===== config.mk =====
export PLATFORM = sky130hd
export DESIGN_NAME = pscl_load
export DESIGN_NICKNAME = d
export VERILOG_FILES = /design/src/pscl_pkg.sv /design/src/pscl_load.sv
export SDC_FILE = /design/constraint.sdc
export NUM_CORES = 1
export LEC_CHECK = 0
export ABC_CLOCK_PERIOD_IN_PS = 4350
export BUFFER_PORTS_ARGS = -buffer_cell sky130_fd_sc_hd__buf_2
export CORE_MARGIN = 2
export CORE_UTILIZATION = 48
export DETAILED_ROUTE_END_ITERATION = 10
export PLACE_DENSITY_LB_ADDON = 0.1
export SYNTH_ARGS = -nofsm -noshare
export SYNTH_HDL_FRONTEND = slang
export SYNTH_HIERARCHICAL = 1
export SYNTH_SLANG_ARGS = --single-unit

===== constraint.sdc =====
create_clock -name clk -period 4.35 [get_ports clk]
set_input_delay 0.6525 -clock clk [delete_from_list [all_inputs] [get_ports clk]]
set_output_delay 0.6525 -clock clk [all_outputs]
set_load 0.05 [all_outputs]

===== src/pscl_pkg.sv =====
// Shared constants, carriers and states of the serial configuration loader.
// Assumes a single 250 MHz core clock and a synchronous active-high reset.
package pscl_pkg;
	localparam int CLK_MHZ = 250;
	// Power-on reset delay in microseconds; the figure is a plain default.
	localparam int POR_DELAY_US = 100;
	localparam int POR_CYCLES = POR_DELAY_US * CLK_MHZ;
	localparam int INIT_CYCLES = 16;
	localparam int WORD_W = 8;
	localparam int STREAM_BITS = 1024;
	// Position in the stream of the option bit that enables the init pin.
	localparam int INIT_OPT_BIT = 0;
	localparam int FIFO_DEPTH = 16;
	localparam int DONE_FALLS = 2;

	typedef struct packed {
		logic req_n;
		logic sclk;
		logic sdata;
	} pscl_pins_t;

	typedef struct packed {
		logic [WORD_W-1:0] data;
		logic last;
	} pscl_word_t;

	typedef enum logic [6:0] {
		ST_POR = 7'h01,
		ST_HOLD = 7'h02,
		ST_LOAD = 7'h04,
		ST_DONE = 7'h08,
		ST_INIT = 7'h10,
		ST_USER = 7'h20,
		ST_FAIL = 7'h40
	} pscl_state_t;
endpackage : pscl_pkg


===== src/pscl_load.sv =====
// Passive serial configuration loader with its word FIFO.
// Assumes all link pins are asynchronous to clk and are synchronised here;
// open-drain lines are resolved outside from the output enables.
`timescale 1ns/1ns

////////////////////////////////////////////////////////////////////////////
module pscl_fifo #(
	parameter int W = 9,
	parameter int DEPTH = 16
) (
	input wire logic clk,
	input wire logic rst,
	input wire logic in_valid,
	output logic in_ready,
	input wire logic [W-1:0] in_data,
	output logic out_valid,
	input wire logic out_ready,
	output logic [W-1:0] out_data
);
	localparam int AW = $clog2(DEPTH);
	logic [W-1:0] mem_q [DEPTH];
	logic [AW:0] wr_q;
	logic [AW:0] rd_q;
	wire push = in_valid && in_ready;
	wire pop = out_valid && out_ready;
	wire full = (wr_q[AW] != rd_q[AW]) && (wr_q[AW-1:0] == rd_q[AW-1:0]);

	assign in_ready = !full;
	assign out_valid = wr_q != rd_q;
	assign out_data = mem_q[rd_q[AW-1:0]];

	always_ff @(posedge clk) begin
		if (push) begin
			mem_q[wr_q[AW-1:0]] <= in_data;
		end
	end

	always_ff @(posedge clk) begin
		if (rst) begin
			wr_q <= '0;
			rd_q <= '0;
		end else begin
			wr_q <= wr_q + (AW+1)'(push);
			rd_q <= rd_q + (AW+1)'(pop);
		end
	end
endmodule : pscl_fifo

////////////////////////////////////////////////////////////////////////////
// What this block and its host do
// [RULE1] In user mode keep all lines high; a low request restarts loading.
// [RULE2] Hold the status line low for the whole power-on reset delay.
// [RULE3] Keep load complete low from power-up through the whole load.
// [RULE4] Host keeps the serial clock driven after configuration.
// [RULE5] Ignore serial clock activity once configuration is complete.
// [RULE6] After configuration the data pin serves as a user input.
// [RULE7] Host shifts in the entire bitstream without gaps.
// [RULE8] Release load complete only after every bit arrived intact.
// [RULE9] Two falling clock edges after load complete start initialisation.
// [RULE10] Once its option bit loads, drive init done low until user mode.
// [RULE11] Capture one data bit on each rising serial clock edge.
module pscl_load #(
	parameter int POR_CYCLES = pscl_pkg::POR_CYCLES,
	parameter int STREAM_BITS = pscl_pkg::STREAM_BITS,
	parameter int INIT_CYCLES = pscl_pkg::INIT_CYCLES,
	parameter int FIFO_DEPTH = pscl_pkg::FIFO_DEPTH,
	parameter bit DUAL_PURPOSE_USER = 1'b1
) (
	input wire logic clk,
	input wire logic rst,
	input wire logic reconfig_request_n,
	input wire logic serial_load_clock,
	input wire logic serial_load_data,
	output logic load_status_n_o,
	output logic load_status_n_oe,
	output logic load_complete_o,
	output logic load_complete_oe,
	output logic init_done_o,
	output logic init_done_oe,
	output logic cfg_valid,
	input wire logic cfg_ready,
	output pscl_pkg::pscl_word_t cfg_word,
	output logic user_mode,
	output logic user_data_in
);
	localparam int CW = $clog2(STREAM_BITS + 1);
	localparam int LW = $clog2(pscl_pkg::WORD_W);
	localparam logic [31:0] POR_LAST = 32'(POR_CYCLES - 1);
	localparam logic [31:0] INIT_LAST = 32'(INIT_CYCLES - 1);
	localparam logic [CW-1:0] ALL_BITS = CW'(STREAM_BITS);
	localparam logic [CW-1:0] OPT_IDX = CW'(pscl_pkg::INIT_OPT_BIT);
	localparam logic [1:0] FALL_LAST = 2'(pscl_pkg::DONE_FALLS - 1);

	pscl_pkg::pscl_pins_t pin_raw;
	pscl_pkg::pscl_pins_t s1_q;
	pscl_pkg::pscl_pins_t s2_q;
	logic sclk_prev_q;
	pscl_pkg::pscl_state_t state_q;
	pscl_pkg::pscl_state_t state_d;
	logic [31:0] timer_q;
	logic [CW-1:0] bit_cnt_q;
	logic [1:0] fall_cnt_q;
	logic [pscl_pkg::WORD_W-1:0] shift_q;
	logic push_q;
	pscl_pkg::pscl_word_t word_q;
	logic opt_q;
	logic user_data_q;
	logic fifo_in_ready;

	assign pin_raw = '{req_n: reconfig_request_n, sclk: serial_load_clock,
		sdata: serial_load_data};

	// Two-stage synchroniser; only the second stage feeds logic.
	always_ff @(posedge clk) begin
		if (rst) begin
			s1_q <= '{req_n: 1'b1, sclk: 1'b0, sdata: 1'b0};
			s2_q <= '{req_n: 1'b1, sclk: 1'b0, sdata: 1'b0};
			sclk_prev_q <= 1'b0;
		end else begin
			s1_q <= pin_raw;
			s2_q <= s1_q;
			sclk_prev_q <= s2_q.sclk;
		end
	end

	wire sclk_rise = s2_q.sclk && !sclk_prev_q;
	wire sclk_fall = !s2_q.sclk && sclk_prev_q;
	wire in_load = state_q == pscl_pkg::ST_LOAD;
	wire take_bit = in_load && sclk_rise && bit_cnt_q != ALL_BITS; // RULE11
	wire word_end = take_bit && (&bit_cnt_q[LW-1:0]);
	wire [pscl_pkg::WORD_W-1:0] shift_d =
		{s2_q.sdata, shift_q[pscl_pkg::WORD_W-1:1]};
	wire overflow = push_q && !fifo_in_ready;
	wire all_in = bit_cnt_q == ALL_BITS && !push_q && !cfg_valid; // RULE8
	wire last_fall = sclk_fall && fall_cnt_q == FALL_LAST; // RULE9
	wire hold_state = state_q == pscl_pkg::ST_HOLD;

	always_comb begin
		state_d = state_q;
		case (state_q)
			pscl_pkg::ST_POR: begin
				if (timer_q == POR_LAST) state_d = pscl_pkg::ST_HOLD; // RULE2
			end
			pscl_pkg::ST_HOLD: begin
				if (s2_q.req_n) state_d = pscl_pkg::ST_LOAD;
			end
			pscl_pkg::ST_LOAD: begin
				if (overflow) state_d = pscl_pkg::ST_FAIL;
				else if (all_in) state_d = pscl_pkg::ST_DONE; // RULE8
			end
			pscl_pkg::ST_DONE: begin
				if (last_fall) state_d = pscl_pkg::ST_INIT; // RULE9
			end
			pscl_pkg::ST_INIT: begin
				if (timer_q == INIT_LAST) state_d = pscl_pkg::ST_USER;
			end
			pscl_pkg::ST_USER: state_d = pscl_pkg::ST_USER; // RULE5
			pscl_pkg::ST_FAIL: state_d = pscl_pkg::ST_FAIL;
			default: state_d = pscl_pkg::ST_HOLD;
		endcase
		if (state_q != pscl_pkg::ST_POR && !s2_q.req_n) begin
			state_d = pscl_pkg::ST_HOLD; // RULE1
		end
	end

	always_ff @(posedge clk) begin
		if (rst) begin
			state_q <= pscl_pkg::ST_POR;
			timer_q <= '0;
		end else begin
			state_q <= state_d;
			timer_q <= (state_d != state_q) ? '0 : timer_q + 32'h1;
		end
	end

	always_ff @(posedge clk) begin
		if (rst || hold_state) begin
			bit_cnt_q <= '0;
			fall_cnt_q <= '0;
			shift_q <= '0;
			push_q <= 1'b0;
			word_q <= '0;
			opt_q <= 1'b0;
		end else begin
			if (take_bit) bit_cnt_q <= bit_cnt_q + CW'(1); // RULE11
			if (take_bit) shift_q <= shift_d;
			push_q <= word_end;
			if (word_end) word_q <= '{data: shift_d,
				last: bit_cnt_q == ALL_BITS - CW'(1)};
			if (take_bit && bit_cnt_q == OPT_IDX) opt_q <= s2_q.sdata;
			if (state_q == pscl_pkg::ST_DONE && sclk_fall) begin
				fall_cnt_q <= fall_cnt_q + 2'h1; // RULE9
			end
		end
	end

	always_ff @(posedge clk) begin
		if (rst) begin
			user_data_q <= 1'b0;
		end else begin
			user_data_q <= state_q == pscl_pkg::ST_USER && DUAL_PURPOSE_USER
				&& s2_q.sdata; // RULE6
		end
	end

	pscl_fifo #(
		.W($bits(pscl_pkg::pscl_word_t)),
		.DEPTH(FIFO_DEPTH)
	) u_fifo (
		.clk(clk),
		.rst(rst || hold_state),
		.in_valid(push_q),
		.in_ready(fifo_in_ready),
		.in_data(word_q),
		.out_valid(cfg_valid),
		.out_ready(cfg_ready),
		.out_data(cfg_word)
	);

	wire past_load = state_q == pscl_pkg::ST_DONE
		|| state_q == pscl_pkg::ST_INIT || state_q == pscl_pkg::ST_USER;
	assign load_status_n_o = 1'b0;
	assign load_status_n_oe = state_q == pscl_pkg::ST_POR || hold_state
		|| state_q == pscl_pkg::ST_FAIL; // RULE2
	assign load_complete_o = 1'b0;
	assign load_complete_oe = !past_load; // RULE3
	assign init_done_o = 1'b0;
	assign init_done_oe = opt_q && state_q != pscl_pkg::ST_USER; // RULE10
	assign user_mode = state_q == pscl_pkg::ST_USER;
	assign user_data_in = user_data_q;
endmodule : pscl_load


Word-level counts from Yosys, hierarchy flattened --
Memories as Yosys holds them, arrays and structs flattened. A register that Yosys moved wholly into a read port is not among the register bits. Cells that the tools add are included.
Word-level totals: flip-flop bits (word level) 89, latch bits 0, RAM bits 144, ROM bits 0, input bits 6, memories kept 1
Memories:
- u_fifo.mem_q | words 16, width 9, rd ports 1, clocked after memory_dff 1, wr ports 1, RTL line pscl_load.sv:21 | logic [W-1:0] mem_q [DEPTH];
Operators by class: add/sub/neg operators 5, $mul 0, divide/modulo/power cells 0, order comparisons 0, equality and inequality tests 19, shift operators 0, muxes and demuxes 11, bitwise logic cells 0, reductions and logical operators 32
Operator list (count):
- two-way mux 7 bit | 7
- case mux 7 bit (7 select lines) | 1
- adder 32 x 1 -> 32 bit, second input constant | 1
- == test 32 x 15 -> 1 bit, second input constant | 1
- == test 32 x 4 -> 1 bit, second input constant | 1
- logical AND 1 bit | 17
- adder 11 x 1 -> 11 bit, second input constant | 1
- == test 11 x 10 -> 1 bit, second input constant | 1
- == test 11 bit, second input constant | 1
- zero test 11 bit | 1
- != test 11 bit, second input constant | 1
- adder 5 x 1 -> 5 bit | 2
- == test 7 x 1 -> 1 bit, second input constant | 1
- == test 7 x 2 -> 1 bit, second input constant | 1
- == test 7 x 3 -> 1 bit, second input constant | 1
- == test 7 x 4 -> 1 bit, second input constant | 1
- == test 7 x 5 -> 1 bit, second input constant | 1
- == test 7 x 6 -> 1 bit, second input constant | 1
- == test 7 bit, second input constant | 1
- zero test 1 bit | 7
- != test 7 x 1 -> 1 bit, second input constant | 1
- != test 7 x 6 -> 1 bit, second input constant | 1
- != test 7 bit | 1
- logical OR 1 bit | 5
- other kinds (9) | 10

Logic depth before layout (Yosys ltp) --
Gate-level depths: netlist of run 1.
word-level depth 9, depth in mapped cells 12, depth with buffers taken out 9

Hierarchy --
Netlist of run 1, hierarchy kept.
By module, submodules not included:
- pscl_fifo | times used 1, cells each 318, area an instance 6157.2 um^2, seq. area each 4524.3 um^2
- pscl_load | times used 1, cells each 414, area an instance 3986.3 um^2, seq. area each 1561.5 um^2

Least setup slack after synthesis of run 1 --
No wires, ideal clock.
path kind register to register, start point register u_fifo.wr_q[1], end point register timer_q[10], arrival time 2.490 ns, required time 4.225 ns, setup slack 1.736 ns, cell stages (with the launch flop) 12, path buffers 2, cells stage by stage dfxtp_1 -> buf_6 -> xor2_1 -> nor4_2 -> nand2b_1 -> nor3b_1 -> nand4_1 -> nand3b_1 -> a22oi_1 -> mux2i_1 -> buf_4 -> nor4_2
On the way: longest elaborated chain between the ends 9
RTL lines:
- start, declared | RTL line pscl_load.sv:22 | logic [AW:0] wr_q;
- start signal, assigned | RTL line pscl_load.sv:43 | wr_q <= wr_q + (AW+1)'(push);
- != test 5 bit | RTL line pscl_load.sv:29 | assign out_valid = wr_q != rd_q;
- net cfg_valid | RTL line pscl_load.sv:80 | output logic cfg_valid,
- zero test 1 bit | RTL line pscl_load.sv:134 | wire all_in = bit_cnt_q == ALL_BITS && !push_q && !cfg_valid;
- logical AND 1 bit | RTL line pscl_load.sv:134
- two-way mux 7 bit | RTL line pscl_load.sv:149 | else if (all_in) state_d = pscl_pkg::ST_DONE;
- two-way mux 7 bit | RTL line pscl_load.sv:148 | if (overflow) state_d = pscl_pkg::ST_FAIL;
- case mux 7 bit (7 select lines) | RTL line pscl_load.sv:140 | case (state_q)
- two-way mux 7 bit | RTL line pscl_load.sv:161 | if (state_q != pscl_pkg::ST_POR && !s2_q.req_n) begin
- != test 7 bit | RTL line pscl_load.sv:172 | timer_q <= (state_d != state_q) ? '0 : timer_q + 32'h1;
- OR reduction 2 bit (no line)
- end signal, assigned | RTL line pscl_load.sv:172
- end, declared | RTL line pscl_load.sv:100 | logic [31:0] timer_q;
The timed path passes the listed nets, and every way through them passes these cells. A chain may end at the register's enable or synchronous reset.

==> flow_summary.ini, run 1 <==
[logic_synthesis]
ys_top_cells_by_count = edfxtp_1, dfxtp_1, nor2_1
ys_ff_latch = 232
synth_simple_gate_area_share_pct = 15.6
avgSynthCellArea_um2 = 13.9
synth_xor_area_share_pct = 4.58
syn-instance-count = 732
syn-cell-area_um2 = 10100
synthArstFlopShare_pct = 0
yosysUniqueCellTypes = 62
synth_edf_count = 144
synth_compound_area_share_pct = 3.96
synth_warnings = 6
post-synth-top-count-cell = edfxtp_1
synth_top_area_cell = edfxtp_1
synth_top_family_by_area = simple AND/OR/NAND/NOR gates
yosysTopAreaCellShare_pct = 42.6
synth_fa_ha_area_share_pct = 1.11
synth.area.top_cells = edfxtp_1, dfxtp_1, mux4_2, mux2i_1, nor4_2
synth_flop_cell = edfxtp_1
ys_seq_area_share_pct = 60.0
yosys-mux-area-fraction_pct = 10.8

[floorplan]
die_area_um2 = 22300
core_um2 = 20900
die_h_um = 149
row_count = 53
start_util_pct = 48.6
die_w_um = 149
pin_count = 24

[grt]
grt_pass1_vias = 5919
grt_pass1_wl_um = 31900
antenna_found_initial = 0
track_usage_pct = 18.3
grt_overflow_total = 0
grt_max_degree = 48

[routing]
final_antenna_net_count = 0
vias = 5928
viasPerCell = 5.68
wl_met1_um = 8850
dr.pass1.iters = 6
drt_wl_total_um = 19900
drc_errors = 0
wl_met3_um = 677
wl_met2_um = 10000
highest_layer = met4
wire_per_inst_um = 19.0
drtIter0Drc = 331

[sta]
setup_tns_ps = 0
worst-slew-pin-transition_ps = 1200
setup_viol = 0
relSlewSlack_pct = 19.6
period_minus_slack_ps = 3390
finalHoldViolCount = 0
finalMaxSlewViolations = 0
min_period_over_period_pct = 77.9
fin_worst_skew_ps = 14.5
rsz0062_at_grt = no
fmax_mhz = 295

[finish]
drive_above_1_share_pct = 20.0
regArea_um2 = 6090
diodes = 0
multi_input_area_um2 = 3720
nets = 766
fillers = 1778
design_area_um2 = 11300
areaGrowthSynthToFinish_pct = 11.5

[power]
p_sw_mw = 1.17
pwr_density_cell_nw_per_um2 = 444
pwr-share-seq_pct = 47.1
leakage_nw = 3.79
power.share.switching_pct = 23.3
vdd_drop_max_v = 0.000846
p_clk_share_pct = 44.1
p_comb_share_pct = 8.8
p_int_mw = 3.85

[clocking]
cts.reportedPaths.clkPinSlew_ps = 60
cts_made_buffers = 24
clk_latency_ps = 510
htreeDepth = 1
clockBufferDepth = 3
ctsResizeCount = 0
cts_hold_buf = 0
cts.sinks = 232
cts-root-buf = clkbuf_16
cts_tree = yes
post-cts-setup-buffers = 0

[setup_path]
startpoint_type = register
worst-endpoint-arrival_ps = 2740
worst-endpoint-required_ps = 3700
critPathCaptureType = output pin
cp_max_fo = 30
critical_path_class = register to output pin

[placement]
place_hpwl_um = 12800
io_buffers = 20
place_area_um2 = 10400
gp_congestion = 0.783

[run_status]
outcome = completed

[job]
max_cap_violations = 0

[hold_path]
hp-class = input port to register
==> per-layer routing <==
layer / vias up / global-route usage [%]
met5: - / 0
met3: 25 / 2.39
met4: 0 / 4.57
li1: 2822 / -
met1: 2975 / 24.5
met2: 106 / 31.5
==> registers in the layout, summed over array words and instances, names as in the netlist <==
signal	count
bit_cnt_q	11
fall_cnt_q	2
opt_q	1
push_q	1
s1_q	3
s2_q	3
sclk_prev_q	1
shift_q	7
state_q	7
timer_q	32
u_fifo/mem_q	144
u_fifo/rd_q	5
u_fifo/wr_q	5
user_data_in	1
word_q	9
==> power groups by stage <==
stage          clock network, mW  logic [mW]  registers (mW)
3_5_place_dp                   0       0.441            2.41
2_1_floorplan                  0       0.401            2.38
4_1_cts                     2.26       0.441            2.36
3_3_place_gp                   0       0.429            2.41
6_report                    2.21       0.441            2.36
5_1_grt                     2.35       0.476            2.36
==> stage by stage <==
| stage | util, % | hold WS (ps) | setup slack, ps | total power [mW] | std cells |
|---|---|---|---|---|---|
| after floorplan | - | 389 | 1740 | 2.79 | 734 |
| after global placement | 50.0 | 395 | 1200 | 2.83 | 1000 |
| after detailed placement | 50.0 | 406 | 1080 | 2.85 | 1000 |
| after CTS | 54.1 | 323 | 904 | 5.07 | 1044 |
| after global routing | 54.1 | 335 | 767 | 5.19 | 1044 |
| final | 54.1 | 338 | 962 | 5.02 | 1044 |
==> final timing paths <==
path                                    startpoint          end  slack (ps)  depth (start not counted)
worst max register to register      u_fifo/wr_q[1]  timer_q[27]        1100                         10
worst min register to register             s1_q[2]      s2_q[2]         410                          1
worst max-delay path                u_fifo/rd_q[0]  cfg_word[8]         960                          6
worst min-delay path            reconfig_request_n      s1_q[2]         340                          2
==> worst max-delay path: stages, from the launching register on <==
cell,delay [ps]
dfxtp_2,330
buf_4,490
nor2b_1,330
a22oi_1,470
mux2i_1,140
o21ai_1,170
buf_2,290
==> cell families after synthesis <==
family,after synthesis
buf+inv,59
simple gates,249
mux,76
xor+xnor,53
flops,232
fa+ha+maj,9
other cells,1
compound gates,53
==> cell type report <==
type | instances | area share [%]
well taps | 275 | 3.04
inverters | 10 | 0.332
clock inverters | 15 | 1.97
flip-flops and latches | 232 | 53.9
multi-input cells | 443 | 32.9
clock buffers | 29 | 5.67
repair buffers | 40 | 2.21
==> layout by cell type (no fill, tap or decap), types with 22 or more instances in the layout <==
| cell | netlist | layout |
|---|---|---|
| nor4_2 | 32 | 38 |
| mux4_2 | 27 | 27 |
| nand2_1 | 23 | 23 |
| dfxtp_1 | 88 | 86 |
| xor2_1 | 31 | 31 |
| nor2_1 | 53 | 53 |
| mux2i_1 | 49 | 48 |
| clkbuf_16 | 0 | 25 |
| xnor2_1 | 22 | 22 |
| nand3_1 | 26 | 25 |
| edfxtp_1 | 144 | 144 |
Power figures use the tool's default switching activity.
==> inputs of run 2 (changes only) <==
Settings changed: ABC_AREA set to 1, ABC_CLOCK_PERIOD_IN_PS 4350 to 3300.
Clock period 4.35 ns to 3.3 ns, I/O delays scaled along.
==> run 2 against run 1 <==
  * Cell area up 9.4%
  * Clock power up 28%
  * Utilization up 0.16 points
  * Count of clock-buffer cells in the layout rose by 2
  * Sequential cell count unchanged
  * Critical path type unchanged
  * Highest routed layer is now met5
==> flow_summary.ini, run 2 <==
[run_status]
outcome = completed

[logic_synthesis]
syn-cell-area_um2 = 11200
synth_flop_cell = edfxtp_1
synth.area.top_cells = edfxtp_1, dfxtp_1, nand2_1, inv_1, nand3_1
synth_edf_count = 144
post-synth-top-count-cell = nand2_1
synth_top_area_cell = edfxtp_1
synthArstFlopShare_pct = 0
ys_top_cells_by_count = nand2_1, inv_1, edfxtp_1
synth_warnings = 6
syn-instance-count = 1301
yosysUniqueCellTypes = 42
ys_seq_area_share_pct = 54.4
avgSynthCellArea_um2 = 8.60
ys_ff_latch = 232
yosysTopAreaCellShare_pct = 38.6

[setup_path]
critPathCaptureType = output pin
startpoint_type = register
r2r_end = timer_q[23]
cp_num_cells = 9
reg2regPathDepth = 19
worst-endpoint-arrival_ps = 2460
critical_path_class = register to output pin
cp_num_buf_inv = 3
rrSetupSlack_ps = 370
rr_startpoint = u_fifo/wr_q[2]
crit_path_start = u_fifo/rd_q[0]
worst-endpoint-required_ps = 2800
crit_family = buffers and inverters
slowest_delay_ps = 630
crit_path_frequent_cell = nand2_1
crit_path_top_delay_cell = buf_4
path_cells = inv_2 > buf_4 > nand2_1 > nand2_1 > nand2_1 > nand3_1 > nand3_1 > nand2_1 > buf_2
cp_max_fo = 72

[hold_path]
min_from = reconfig_request_n
hp-class = input port to register
hold_depth = 2
hold_end = s1_q[2]

[placement]
place_hpwl_um = 14700
gp_congestion = 0.817
io_buffers = 20
place_area_um2 = 11500

[grt]
gr-max-usage-layer = met2
met2_usage_pct = 33.4
antenna_found_initial = 1
grt_overflow_total = 0
met1_usage_pct = 26.9
grt_pass1_vias = 7481
grt_pass1_wl_um = 38700
track_usage_pct = 19.9
grt_max_degree = 74
use_met3_pct = 2.58

[clocking]
ctsResizeCount = 0
clk_latency_ps = 520
cts_hold_buf = 0
cts.reportedPaths.clkPinSlew_ps = 60
post-cts-setup-buffers = 0
clockBufferDepth = 3
htreeDepth = 1
cts_made_buffers = 25
cts_tree = yes
cts.sinks = 232
cts-root-buf = clkbuf_16

[sta]
finalMaxSlewViolations = 0
rsz0062_at_grt = no
period_minus_slack_ps = 2950
worst-slew-pin-transition_ps = 874
min_period_over_period_pct = 89.5
relSlewSlack_pct = 41.8
worst_hold_slack_ps = 152
finalHoldViolCount = 0
fin_worst_skew_ps = 12.9
setup_tns_ps = 0
fmax_mhz = 338
setup_viol = 0

[floorplan]
die_w_um = 157
pin_count = 24
row_count = 55
core_um2 = 22800
start_util_pct = 49.1
die_area_um2 = 24600
die_h_um = 157

[finish]
design_area_um2 = 12400
drive_above_1_share_pct = 12.3
nets = 1338
diodes = 0
largest_register_ffs = 144
final_util_pct = 54.3
layout_commonest_cell = nand2_1
layout_common_cells = nand2_1, inv_1, edfxtp_1, nand3_1, nor2_1
areaGrowthSynthToFinish_pct = 10.5

[power]
vdd_drop_max_v = 0.000405
pwr_density_cell_nw_per_um2 = 516
leakage_nw = 5.26
p_comb_share_pct = 7.3
pwr-share-seq_pct = 48.4
power.share.switching_pct = 23.8
p_int_mw = 4.86
p_clk_share_pct = 44.4
p_sw_mw = 1.52

[routing]
viasPerCell = 4.76
final_antenna_net_count = 0
drt_wl_total_um = 23500
vias = 7872
drtIter0Drc = 379
wire_per_inst_um = 14.2
dr.pass1.iters = 4
drc_errors = 0

[job]
max_cap_violations = 0
-- run 2: layout make-up --
| cell class | count | area [µm²] |
|---|---|---|
| flip-flops and latches | 232 | 6090 |
| clock buffers | 31 | 678 |
| multi-input cells | 784 | 3930 |
| fillers | 2116 | 10400 |
| well taps | 313 | 392 |
| repair buffers | 34 | 205 |
| inverters | 246 | 926 |
| clock inverters | 14 | 145 |
-- run 2: layer usage --
layer,vias to the layer above,wire (µm)
met4,2,603
met1,3598,10900
met2,127,11100
li1,4103,-
met5,-,13
met3,42,922
-- run 2: worst max-delay path by stage --
stage,slack [ps],endpoint
4_1_cts,310,cfg_word[7]
6_report,350,cfg_word[7]
2_1_floorplan,950,timer_q[14]
3_3_place_gp,400,timer_q[23]
5_1_grt,40,timer_q[24]
3_5_place_dp,330,timer_q[23]
-- run 2: worst register-to-register path, cell delays in order (launching register included) --
cell and delay [ps]:
dfxtp_1 480, inv_2 60, nand2_1 60, nand2_1 60
nor2_1 200, nand2_1 100, or2_2 310, nor2_1 100
nand3_1 80, nand2_1 110, o21ai_2 60, nand2_1 80
nand2_1 50, nand2_1 60, inv_1 40, nand2_1 70
nor2_2 50, nand3_4 70, buf_4 690, nor2_1 80
-- run 2: per-stage QoR --
step,total power [mW],worst slack [ps],instances
after global placement,3.62,397,1609
after CTS,6.45,305,1654
after detailed placement,3.62,334,1609
after floorplan,3.61,945,1303
after global routing,6.60,36.6,1654
final,6.38,345,1654
-- run 2: cell families after synthesis --
logic type	count (synthesis)	synth area share [%]
other	1	0.0335
flip-flops	232	54.4
buffers and inverters	287	10.6
XOR/XNOR	35	2.74
AO/OA/AOI/OAI	63	3.03
AND/OR/NAND/NOR	674	28.3
adder cells (fa/ha/maj)	9	1.01
-- run 2: power groups by stage --
stage | Combinational (mW) | Clock (mW) | Sequential (mW)
after floorplan | 0.466 | 0 | 3.15
after global placement | 0.469 | 0 | 3.15
after detailed placement | 0.469 | 0 | 3.15
after CTS | 0.471 | 2.89 | 3.09
after global routing | 0.515 | 3.00 | 3.09
final | 0.464 | 2.83 | 3.09
